==> src/inc/stm_pkg.sv <==
// constants of the standard timer: register map, fields, codes
package stm_pkg;
	localparam int ADDR_W = 3;
	localparam int DATA_W = 8;
	localparam int CNT_W  = 16;
	localparam int RP_W   = 8;

	// register offsets
	localparam logic [2:0] OFS_CTRL0  = 3'h0;
	localparam logic [2:0] OFS_CTRL1  = 3'h1;
	localparam logic [2:0] OFS_CNT_L  = 3'h2;
	localparam logic [2:0] OFS_CNT_H  = 3'h3;
	localparam logic [2:0] OFS_CMPA_L = 3'h4;
	localparam logic [2:0] OFS_CMPA_H = 3'h5;
	localparam logic [2:0] OFS_PERIOD = 3'h6;

	// control 0 fields
	localparam int C0_PAUSE = 7;
	localparam int C0_CKS_H = 6;
	localparam int C0_CKS_L = 4;
	localparam int C0_RUN   = 3;

	// control 1 fields
	localparam int C1_MODE_H = 7;
	localparam int C1_MODE_L = 6;
	localparam int C1_PIN_H  = 5;
	localparam int C1_PIN_L  = 4;
	localparam int C1_OC     = 3;
	localparam int C1_POL    = 2;
	localparam int C1_DPX    = 1;
	localparam int C1_CCLR   = 0;

	localparam logic [7:0] CTRL_RESET = 8'h00;

	// operating_mode_field codes
	localparam logic [1:0] MODE_CMP = 2'h0;
	localparam logic [1:0] MODE_PWM = 2'h2;
	localparam logic [1:0] MODE_TC  = 2'h3;

	// pin_function_field codes
	localparam logic [1:0] PF_0 = 2'h0;
	localparam logic [1:0] PF_1 = 2'h1;
	localparam logic [1:0] PF_2 = 2'h2;
	localparam logic [1:0] PF_3 = 2'h3;

	// count_clock_select codes
	localparam logic [2:0] CKS_SYS4  = 3'h0;
	localparam logic [2:0] CKS_SYS   = 3'h1;
	localparam logic [2:0] CKS_H16   = 3'h2;
	localparam logic [2:0] CKS_H64   = 3'h3;
	localparam logic [2:0] CKS_SUB0  = 3'h4;
	localparam logic [2:0] CKS_SUB1  = 3'h5;
	localparam logic [2:0] CKS_EXT_R = 3'h6;
	localparam logic [2:0] CKS_EXT_F = 3'h7;

	// divider ratios
	localparam logic [1:0] SYS4_LAST = 2'h3;
	localparam logic [3:0] H16_LAST  = 4'hf;
	localparam logic [5:0] H64_LAST  = 6'h3f;
endpackage

==> src/verilog/stm_timer.sv <==
// standard 16-bit timer: registers, count clock select, compare and pin logic
//
// The implementer's own choices: the plain strobed port and the placing of the registers.
`timescale 1ns/1ns
`default_nettype none

module stm_timer #(
	parameter int CNT_W = stm_pkg::CNT_W,
	parameter int RP_W  = stm_pkg::RP_W
) (
	input  wire logic       core_clk,
	input  wire logic       rst_n,
	input  wire logic [2:0] reg_addr,
	input  wire logic [7:0] reg_wdata,
	input  wire logic       reg_wr,
	input  wire logic       reg_rd,
	output logic      [7:0] reg_rdata,
	input  wire logic       fh_tick,
	input  wire logic       fsub_tick,
	input  wire logic       external_count_pin,
	output logic            timer_output_pin,
	output logic            timer_output_oe,
	output logic            match_a_pulse,
	output logic            match_p_pulse
);

	// byte lanes and the P comparator are laid out for these widths only
	if (CNT_W != stm_pkg::CNT_W || RP_W != stm_pkg::RP_W) begin : g_width_check
		$error("counter or period width not supported");
	end

	// control and data registers
	logic       pause_reg;
	logic [2:0] cks_reg;
	logic       run_reg;
	logic       run_prev_reg;
	logic [7:0] ctrl1_reg;
	logic [7:0] rp_reg;
	logic [15:0] cmpa_reg;
	logic [7:0] buf_reg;
	logic [15:0] cnt_reg;
	logic [15:0] cnt_next;
	logic [7:0] rdata_reg;
	logic [7:0] rdata_next;

	// clock enables
	logic [1:0] div4_reg;
	logic [5:0] divh_reg;
	logic [2:0] ext_sync_reg;
	logic       ext_level_reg;

	// pin state and match pulses
	logic       cm_level_reg;
	logic       cm_level_next;
	logic       pin_reg;
	logic       oe_reg;
	logic       ma_reg;
	logic       mp_reg;

	// field views
	wire logic [1:0] mode_w = ctrl1_reg[stm_pkg::C1_MODE_H:stm_pkg::C1_MODE_L];
	wire logic [1:0] pf_w   = ctrl1_reg[stm_pkg::C1_PIN_H:stm_pkg::C1_PIN_L];
	wire logic       oc_w   = ctrl1_reg[stm_pkg::C1_OC];
	wire logic       pol_w  = ctrl1_reg[stm_pkg::C1_POL];
	wire logic       dpx_w  = ctrl1_reg[stm_pkg::C1_DPX];
	wire logic       cclr_w = ctrl1_reg[stm_pkg::C1_CCLR];

	wire logic is_cmp = (mode_w == stm_pkg::MODE_CMP);
	wire logic is_pwm = (mode_w == stm_pkg::MODE_PWM);
	wire logic is_tc  = (mode_w == stm_pkg::MODE_TC);
	wire logic is_sp  = is_pwm && (pf_w == stm_pkg::PF_3);

	// register decode
	wire logic wr_c0  = reg_wr && (reg_addr == stm_pkg::OFS_CTRL0);
	wire logic wr_c1  = reg_wr && (reg_addr == stm_pkg::OFS_CTRL1);
	wire logic wr_al  = reg_wr && (reg_addr == stm_pkg::OFS_CMPA_L);
	wire logic wr_ah  = reg_wr && (reg_addr == stm_pkg::OFS_CMPA_H);
	wire logic wr_rp  = reg_wr && (reg_addr == stm_pkg::OFS_PERIOD);
	wire logic rd_ch  = reg_rd && (reg_addr == stm_pkg::OFS_CNT_H);
	wire logic rd_ah  = reg_rd && (reg_addr == stm_pkg::OFS_CMPA_H);

	// count clock enables
	wire logic tick_sys4 = (div4_reg == stm_pkg::SYS4_LAST);
	wire logic tick_h16  = fh_tick && (divh_reg[3:0] == stm_pkg::H16_LAST);
	wire logic tick_h64  = fh_tick && (divh_reg == stm_pkg::H64_LAST);
	// a pin change counts once the second and third stages agree, so a
	// one-cycle glitch that never sits in both at once is not counted
	wire logic ext_agree = (ext_sync_reg[1] == ext_sync_reg[2]);
	wire logic ext_rise  = ext_agree && ext_sync_reg[2] && !ext_level_reg;
	wire logic ext_fall  = ext_agree && !ext_sync_reg[2] && ext_level_reg;

	logic sel_tick;
	always_comb begin
		case (cks_reg)
			stm_pkg::CKS_SYS4:  sel_tick = tick_sys4;
			stm_pkg::CKS_SYS:   sel_tick = 1'b1;
			stm_pkg::CKS_H16:   sel_tick = tick_h16;
			stm_pkg::CKS_H64:   sel_tick = tick_h64;
			stm_pkg::CKS_SUB0,
			stm_pkg::CKS_SUB1:  sel_tick = fsub_tick;
			stm_pkg::CKS_EXT_R: sel_tick = ext_rise;
			stm_pkg::CKS_EXT_F: sel_tick = ext_fall;
			default:            sel_tick = 1'b0;
		endcase
	end

	wire logic run_rise = run_reg && !run_prev_reg;
	// the first cycle after the rise only clears, counting starts after
	wire logic cnt_en   = run_reg && !run_rise && !pause_reg && sel_tick;
	wire logic [15:0] cnt_inc = cnt_reg + 16'h0001;

	// comparators look at the value the counter moves to
	wire logic hit_a    = cnt_en && (cnt_inc == cmpa_reg);
	wire logic rp_zero  = (rp_reg == 8'h00);
	wire logic ovf      = cnt_en && (cnt_reg == 16'hffff);
	wire logic hit_p    = cnt_en && !rp_zero &&
	                      (cnt_inc[15:8] == rp_reg) && (cnt_inc[7:0] == 8'h00);
	wire logic p_event  = hit_p || (rp_zero && ovf);

	// clear selection
	logic clr_sel;
	always_comb begin
		if (is_pwm) begin
			clr_sel = dpx_w ? hit_a : p_event;
		end else begin
			clr_sel = cclr_w ? hit_a : p_event;
		end
	end

	always_comb begin
		if (run_rise) begin
			cnt_next = 16'h0000;
		end else if (cnt_en && clr_sel) begin
			cnt_next = 16'h0000;
		end else if (cnt_en) begin
			cnt_next = cnt_inc;
		end else begin
			cnt_next = cnt_reg;
		end
	end

	// PWM duty: the 17-bit reach lets a zero P byte stand for 65536
	wire logic [16:0] duty_w = dpx_w ?
	                           (rp_zero ? 17'h10000 : {1'b0, rp_reg, 8'h00}) :
	                           {1'b0, cmpa_reg};
	wire logic pwm_on = ({1'b0, cnt_reg} < duty_w);

	// compare mode level
	always_comb begin
		cm_level_next = cm_level_reg;
		if (run_rise) begin
			cm_level_next = oc_w;
		end else if (hit_a) begin
			case (pf_w)
				stm_pkg::PF_0: cm_level_next = cm_level_reg;
				stm_pkg::PF_1: cm_level_next = 1'b0;
				stm_pkg::PF_2: cm_level_next = 1'b1;
				stm_pkg::PF_3: cm_level_next = !cm_level_reg;
				default:       cm_level_next = cm_level_reg;
			endcase
		end
	end

	// pin level before polarity
	logic raw_level;
	always_comb begin
		if (is_cmp) begin
			raw_level = cm_level_reg;
		end else if (is_pwm) begin
			case (pf_w)
				stm_pkg::PF_0: raw_level = !oc_w;
				stm_pkg::PF_1: raw_level = oc_w;
				stm_pkg::PF_2: raw_level = pwm_on ? oc_w : !oc_w;
				stm_pkg::PF_3: raw_level = run_reg ? oc_w : !oc_w;
				default:       raw_level = !oc_w;
			endcase
		end else begin
			raw_level = 1'b0;
		end
	end

	// read mux; low bytes come from the shared buffer
	always_comb begin
		case (reg_addr)
			stm_pkg::OFS_CTRL0:  rdata_next = {pause_reg, cks_reg, run_reg, 3'h0};
			stm_pkg::OFS_CTRL1:  rdata_next = ctrl1_reg;
			stm_pkg::OFS_CNT_L:  rdata_next = buf_reg;
			stm_pkg::OFS_CNT_H:  rdata_next = cnt_reg[15:8];
			stm_pkg::OFS_CMPA_L: rdata_next = buf_reg;
			stm_pkg::OFS_CMPA_H: rdata_next = cmpa_reg[15:8];
			stm_pkg::OFS_PERIOD: rdata_next = rp_reg;
			default:             rdata_next = 8'h00;
		endcase
	end

	// control 0 and run bit
	always_ff @(posedge core_clk or negedge rst_n) begin
		if (!rst_n) begin
			pause_reg    <= 1'b0;
			cks_reg      <= 3'h0;
			run_reg      <= 1'b0;
			run_prev_reg <= 1'b0;
		end else begin
			run_prev_reg <= run_reg;
			if (wr_c0) begin
				pause_reg <= reg_wdata[stm_pkg::C0_PAUSE];
				cks_reg   <= reg_wdata[stm_pkg::C0_CKS_H:stm_pkg::C0_CKS_L];
				run_reg   <= reg_wdata[stm_pkg::C0_RUN];
			end else if (is_sp && hit_a) begin
				// single pulse ends on A match
				run_reg <= 1'b0;
			end
		end
	end

	// remaining software registers
	always_ff @(posedge core_clk or negedge rst_n) begin
		if (!rst_n) begin
			ctrl1_reg <= stm_pkg::CTRL_RESET;
			rp_reg    <= 8'h00;
			cmpa_reg  <= 16'h0000;
		end else begin
			if (wr_c1) begin
				ctrl1_reg <= reg_wdata;
			end
			if (wr_rp) begin
				rp_reg <= reg_wdata;
			end
			if (wr_ah) begin
				cmpa_reg <= {reg_wdata, buf_reg};
			end
		end
	end

	// shared 8-bit low-byte buffer
	always_ff @(posedge core_clk or negedge rst_n) begin
		if (!rst_n) begin
			buf_reg <= 8'h00;
		end else if (wr_al) begin
			buf_reg <= reg_wdata;
		end else if (rd_ch) begin
			buf_reg <= cnt_reg[7:0];
		end else if (rd_ah) begin
			buf_reg <= cmpa_reg[7:0];
		end
	end

	always_ff @(posedge core_clk or negedge rst_n) begin
		if (!rst_n) begin
			rdata_reg <= 8'h00;
		end else if (reg_rd) begin
			rdata_reg <= rdata_next;
		end else begin
			rdata_reg <= 8'h00;
		end
	end

	// dividers and pin synchroniser
	always_ff @(posedge core_clk or negedge rst_n) begin
		if (!rst_n) begin
			div4_reg      <= 2'h0;
			divh_reg      <= 6'h00;
			ext_sync_reg  <= 3'h0;
			ext_level_reg <= 1'b0;
		end else begin
			div4_reg     <= div4_reg + 2'h1;
			ext_sync_reg <= {ext_sync_reg[1:0], external_count_pin};
			if (ext_agree) begin
				ext_level_reg <= ext_sync_reg[2];
			end
			if (fh_tick) begin
				divh_reg <= divh_reg + 6'h01;
			end
		end
	end

	// counter
	always_ff @(posedge core_clk or negedge rst_n) begin
		if (!rst_n) begin
			cnt_reg <= 16'h0000;
		end else begin
			cnt_reg <= cnt_next;
		end
	end

	// pin and match pulses
	always_ff @(posedge core_clk or negedge rst_n) begin
		if (!rst_n) begin
			cm_level_reg <= 1'b0;
			pin_reg      <= 1'b0;
			oe_reg       <= 1'b0;
			ma_reg       <= 1'b0;
			mp_reg       <= 1'b0;
		end else begin
			cm_level_reg <= cm_level_next;
			// timer/counter mode leaves the pin undriven
			pin_reg      <= is_tc ? 1'b0 : (raw_level ^ pol_w);
			oe_reg       <= is_cmp || is_pwm;
			ma_reg       <= hit_a;
			// P match is not reported while A clears in compare modes
			mp_reg       <= p_event && (is_pwm || !cclr_w);
		end
	end

	assign reg_rdata        = rdata_reg;
	assign timer_output_pin = pin_reg;
	assign timer_output_oe  = oe_reg;
	assign match_a_pulse    = ma_reg;
	assign match_p_pulse    = mp_reg;

endmodule

`default_nettype wire

==> config.mk <==
export PLATFORM = sky130hd
export DESIGN_NAME = stm_timer
export DESIGN_NICKNAME = d
export VERILOG_FILES = /design/src/inc/stm_pkg.sv /design/src/verilog/stm_timer.sv
export SDC_FILE = /design/constraint.sdc
export NUM_CORES = 1
export LEC_CHECK = 0
export BUFFER_PORTS_ARGS = -buffer_cell sky130_fd_sc_hd__buf_2
export CORE_ASPECT_RATIO = 0.9
export CORE_MARGIN = 2
export CORE_UTILIZATION = 30
export DETAILED_ROUTE_END_ITERATION = 10
export GPL_ROUTABILITY_DRIVEN = 0
export GPL_TIMING_DRIVEN = 0
export PLACE_DENSITY = 0.47
export REMOVE_ABC_BUFFERS = 1
export SYNTH_ARGS = -nofsm -noshare
export SYNTH_HDL_FRONTEND = slang
export SYNTH_SLANG_ARGS = --single-unit
==> constraint.sdc <==
create_clock -name core_clk -period 8.49 [get_ports core_clk]
set_clock_uncertainty 0.15 [all_clocks]
set_input_delay 0.4245 -clock core_clk [delete_from_list [all_inputs] [get_ports core_clk]]
set_output_delay 0.4245 -clock core_clk [all_outputs]
set_load 0.02 [all_outputs]
==> impl_metrics.yaml, run 1 <==
clock_network:
  cts_hold_buf: 1
  cts.reportedPaths.clkPinSlew_ns: 0.08
  root_buffer: "clkbuf_16"
  cts_buffers: 9
  htreeDepth: 3
  clockBufferDepth: 2
  cts.sinks: 87
  clk_latency_ns: 0.36
  post_cts_buffers: 0
  cts_tree: "yes"
  cts_resized: 0
synthesis:
  synthMuxAreaShare_pct: 12.1
  synth_top_family_by_area: "simple AND/OR/NAND/NOR gates"
  synthDistinctLibCells: 67
  synth-compound-area-share_pct: 16.9
  async_flop_share_pct: 100
  syn_area_per_cell_sq_um: 9.84
  synth-seq-area-share_pct: 38.2
  yosys.area_share.simple_pct: 17.9
  yosys_warnings: 0
  synthCells: 579
  synthAdderAreaFrac_pct: 4.61
  synth_edf_count: 0
  synth_seq_cells: 87
  synth_xor_area_share_pct: 6.13
  ys.flop_type: "dfrtp_1"
  syn_area_sq_um: 5700
timing:
  fin_tns_setup_ns: 0
  rsz0062_at_grt: "false"
  drv_slew: 0
  worstMarginPinSlew_ns: 1.28
  layout_worst_path_cycle_share_pct: 48.3
  fmax_mhz: 244
  layout_setup_ws_ns: 4.39
  max-slew-margin-rel_pct: 13.9
  hold_viol: 0
  final-setup-viol-count: 0
  period_needed_ns: 4.10
finish:
  drive_gt1_share_pct: 16.8
  n_fill_cell: 1889
  area_growth_pct: 11.7
  antenna_cells: 0
  nNetsFinal: 628
  finalNonFillerCells: 839
  finish.utilization_pct: 34.4
floorplan:
  pin_count: 30
  start_util_pct: 30.8
  fp.coreArea_sq_um: 18500
  die_w_um: 149
  std_cell_rows: 47
  die_h_um: 135
  dieArea_sq_um: 20100
power:
  netSwitchingPower_w: 0.000497
  power_frac_comb_pct: 25.1
  p_seq_share_pct: 43.8
  powerDensity_nw_per_um2: 221
  swShare_pct: 35.4
  p_int_w: 0.000907
  vdd_drop_max_uv: 128
  pwr-share-clk_pct: 31.1
  power_leakage_nw: 2.69
setup_path:
  setup.worst_path.class: "reg2reg"
  worstPathMaxFanout: 20
  cp.arrival_ns: 4.19
  endpoint_kind: "register"
  r2r_slack_ns: 4.39
  startpoint_type: "register"
  cp.required_ns: 8.58
min_path:
  min_path_type: "in2reg"
placed_design:
  port_buffers: 29
  placed_cells: 821
  detailed_place_hpwl_um: 12200
  pre_cts_ws_ns: 4.40
routing:
  drtPass1Iterations: 5
  drt-vias-per-instance: 5.57
  wirelength_um: 16700
  wl_per_cell_um: 19.9
  drc: 0
  vias: 4676
  drt_iter0_markers: 378
  ant_nets: 0
grt:
  overflow: 0
  grt_max_degree: 69
  antenna_found_initial: 0
  use_met1_pct: 25.3
  grt_first_pass_wirelength_um: 26500
  top_usage_layer: "met2"
  grt.total_usage_pct: 17.2
  met3_usage_pct: 3.55
  grt_pass1_vias: 4655
  grt_util_met2_pct: 25.9
run:
  maxCapViolations: 0
outcome:
  status: "completed"
==> metal layers <==
layer,part of all wire (%),vias to the layer above
li1,-,2188
met1,50,2344
met2,44,121
met3,4.4,23
met4,1.5,0
met5,0,-
==> cells in the final DEF (no fill, tap or decap), drive strengths merged, types with 7 or more instances in the layout <==
cell type  netlist  routed
nor2            27      27
nand4           20      20
clkbuf          17       9
o22ai            8       8
nor4            10      10
xor2            12      12
buf             16      30
a221o            9       9
nor3            14      14
nand2b          15      15
nand3           21      21
nor2b           13      13
a21oi           28      28
a31oi           12      12
mux2i           23      23
o211ai           7       7
inv             20      24
dfrtp           87      87
ha              21      21
o21ai           27      27
a21o             8       8
a22oi           10      10
xnor2           20      20
mux2            41      41
nand2           33      33
==> worst paths after layout <==
kind | from | to | cells after the start
setup / recovery | ctrl1_reg[1] | timer_output_pin | 10
hold / removal | fh_tick | divh_reg[0] | 2
min in group asynchronous | rst_n | cnt_reg[5] | 2
setup reg to reg | ctrl1_reg[1] | timer_output_pin | 10
max in group asynchronous | rst_n | div4_reg[1] | 3
hold reg to reg | ext_sync_reg[0] | ext_sync_reg[1] | 0
==> power groups by stage <==
stage	sequential, W	clock [W]	combinational [W]
6_report	0.000615	0.000437	0.000352
3_3_place_gp	0.000618	0	0.000341
4_1_cts	0.000613	0.000448	0.000355
5_1_grt	0.000628	0.000467	0.000393
3_5_place_dp	0.000620	0	0.000352
2_1_floorplan	0.000581	0	0.000257
==> area by class of cell <==
type,count,area [sq um],area share (%)
flip-flops and latches,87,2180,34.2
clock buffers,9,225,3.54
multi-input cells,439,3290,51.7
repair buffers,32,195,3.07
clock inverters,7,97.6,1.53
well taps,245,307,4.82
inverters,20,75.1,1.18
==> stage by stage <==
stage	cell area, sq um	total power, W	hold slack [ns]
floorplan	5540	0.000837	-0.0211
global placement	5990	0.000960	0.182
detailed placement	6020	0.000973	0.190
CTS	6350	0.00142	0.00304
global route	6360	0.00149	0.169
finish	6360	0.00140	0.168
==> cell usage after synthesis, types with 3 or more instances <==
cell type	n	area [sq um]
nor2b_1	13	81.3
a221oi_1	3	26.3
a221o_1	9	90.1
o21ai_1	10	50.1
o2111a_1	3	33.8
xor2_1	12	105
a22oi_1	10	75.1
xnor2_1	20	175
nor3_1	12	60.1
clkbuf_1	17	63.8
nand4_1	18	113
nor2_1	27	101
mux2i_1	23	230
a21oi_1	27	135
a31oi_1	12	75.1
nand2_1	33	124
ha_1	21	263
o22ai_1	8	50.1
and3_1	5	31.3
inv_1	19	71.3
nand2b_1	15	93.8
mux2_2	41	462
o21ai_0	16	80.1
a22o_1	3	26.3
buf_2	11	55.1
a21o_1	8	60.1
or4_1	4	30.0
o211ai_1	7	52.6
and4_1	5	43.8
nor4_1	8	50.1
nand3b_1	3	22.5
or3_1	4	25.0
dfrtp_1	87	2180
nand3_1	21	105
==> critical path, stage by stage, from the launching register on <==
cell       delay [ns]
dfrtp_1          0.87
mux2i_1          0.27
ha_1             0.27
a21o_1           0.19
a21o_1           0.17
a2111oi_0        0.69
o211ai_1         0.25
o2111a_1         0.25
o41ai_1          0.33
o22ai_1          0.15
a311o_1          0.37
==> cell families (layout without fill, tap and decap cells) <==
logic type | Yosys count | in the layout
AOI/OAI and AO/OA | 137 | 137
xor gates and xnor gates | 35 | 35
adders and majority gates | 21 | 21
buffers and inverters | 53 | 68
DFF | 87 | 87
muxes | 64 | 64
and+or+nand+nor | 182 | 182
No activity file was read; power rests on OpenSTA's default activity.
==> run 2, diff against run 1 <==
PLACE_DENSITY = 0.49   (was 0.47)
clock period = 3.7 ns   (was 8.49 ns; I/O delays follow)
==> run 2 against run 1 <==
Against the previous run: power increased by 130%; combinational power increased by 130%; global-route usage decreased by 0.13 points; setup slack got worse by 4.3 ns; design area increased by 1.8%; clock-buffer cell count unchanged; clock power increased by 120%; non-clock buffer count increased by 8; core utilization increased by 0.63 points; sequential power increased by 130%.
==> impl_metrics.yaml, run 2 (same netlist as run 1, synthesis figures left out) <==
outcome:
  status: "completed"
setup_path:
  cpLargestDelayFamily: "compound AO/OA/AOI/OAI gates"
  path_cells: "ha_2 -> and4_2 -> a21oi_2 -> or3_4 -> a2111oi_4 -> nand4_2 -> o31ai_4 -> o21ai_2 -> mux2_2"
  cp.required_ns: 3.79
  r2r_slack_ns: 0.10
  r2r_end: "cnt_reg[0]"
  path_buf_inv: 0
  setup.worst_path.class: "reg2reg"
  startpoint_type: "register"
  worstPathMaxFanout: 13
  timing.rr.start: "cnt_reg[0]"
  r2r_cells: 9
  endpoint_kind: "register"
  critPathSlowestCell: "dfrtp_2"
  cp.arrival_ns: 3.69
  slowest_delay_ns: 0.53
clock_network:
  cts.reportedPaths.clkPinSlew_ns: 0.07
  clk_latency_ns: 0.36
  htreeDepth: 3
  cts.sinks: 87
  clockBufferDepth: 2
  root_buffer: "clkbuf_16"
  cts_tree: "yes"
  cts_buffers: 9
floorplan:
  die_h_um: 135
  dieArea_sq_um: 20100
  pin_count: 30
  fp.coreArea_sq_um: 18500
  start_util_pct: 30.8
  die_w_um: 149
  std_cell_rows: 47
timing:
  final-setup-viol-count: 0
  fmax_mhz: 278
  layout_setup_ws_ns: 0.102
  rsz0062_at_grt: "false"
  drv_slew: 0
  holdWs_ns: 0.0139
  layout_worst_path_cycle_share_pct: 97.2
  period_needed_ns: 3.60
  worstMarginPinSlew_ns: 1.26
  max-slew-margin-rel_pct: 15.5
  hold_viol: 0
finish:
  finish.utilization_pct: 35.0
  layout_commonest_cell: "dfrtp_1"
  nNetsFinal: 637
  mostFrequentLayoutCells: "81 x dfrtp_1, 41 x mux2_2, 33 x nand2_1"
  drive_gt1_share_pct: 18.6
  area_growth_pct: 13.8
  antenna_cells: 0
  finalNonFillerCells: 848
grt:
  antenna_found_initial: 0
  grt_pass1_vias: 4685
  grt_first_pass_wirelength_um: 26400
  overflow: 0
  grt_max_degree: 67
  grt.total_usage_pct: 17.1
placed_design:
  placed_cells: 821
  detailed_place_hpwl_um: 12200
  port_buffers: 29
  pre_cts_ws_ns: -0.337
power:
  vdd_drop_max_uv: 314
  power_leakage_nw: 2.73
  powerDensity_nw_per_um2: 498
min_path:
  min_path_type: "in2reg"
  whs_endpoint: "cks_reg[0]"
  hold_start: "reg_wdata[4]"
  whs_path_depth: 2
routing:
  wirelength_um: 16800
  drt-vias-per-instance: 5.62
  vias: 4769
  drt_iter0_markers: 374
  wl_per_cell_um: 19.8
  ant_nets: 0
  drc: 0
  drtPass1Iterations: 4
run:
  maxCapViolations: 0
run 2: per-stage QoR:
stage	cell area [sq um]	total power, W	setup TNS [ns]
finish	6480	0.00323	0
detailed placement	6020	0.00224	-1.88
floorplan	5540	0.00192	0
CTS	6440	0.00324	0
global route	6480	0.00340	0
global placement	5990	0.00220	-1.84
run 2: cell type report:
| type | instances | area, sq um |
|---|---|---|
| clock inverters | 7 | 83.8 |
| clock buffers | 9 | 225 |
| multi-input cells | 440 | 3330 |
| repair buffers | 40 | 273 |
| fillers | 1902 | 12000 |
| inverters | 20 | 75.1 |
| well taps | 245 | 307 |
| flip-flops and latches | 87 | 2190 |
run 2: routing by layer:
layer  share of wire [%]  GRT usage [%]  vias to the layer above
met5                   0              0                        -
met4                 1.8           5.29                        0
met3                 4.2           3.61                       27
met2                  45           26.1                      125
met1                  49           24.3                     2399
li1                    -              -                     2218
run 2: how the worst max path moves through the flow:
stage	from	endpoint	slack, ns	cells after the start
final	cnt_reg[0]	cnt_reg[0]	0.10	9
after global routing	cnt_reg[0]	cnt_reg[0]	0.03	10
after CTS	cnt_reg[1]	cnt_reg[0]	0.07	9
after detailed placement	ctrl1_reg[1]	timer_output_pin	-0.34	10
after global placement	ctrl1_reg[1]	timer_output_pin	-0.35	10
after floorplan	ctrl1_reg[1]	timer_output_pin	0.38	10
run 2: power breakdown:
part | switching, W | internal, W
clock | 0.000443 | 0.000540
sequential | 0.000286 | 0.00113
combinational | 0.000414 | 0.000414
total | 0.00114 | 0.00208
run 2: worst register-to-register path: cells and delay by family, from the launching register on:
family          cells  cell delay, ns
simple gates        3            0.96
flops               1            0.53
fa+ha+maj           1            0.34
mux                 1            0.35
compound gates      4            1.16
run 2: timing repair:
action	4_1_cts	5_1_grt
cloned	0	1
buffers inserted	0	1
pin swaps	0	3
setup endpoints to repair	16	16
hold buffers	9	0
hold endpoints to repair	104	0
gates resized for setup	6	9
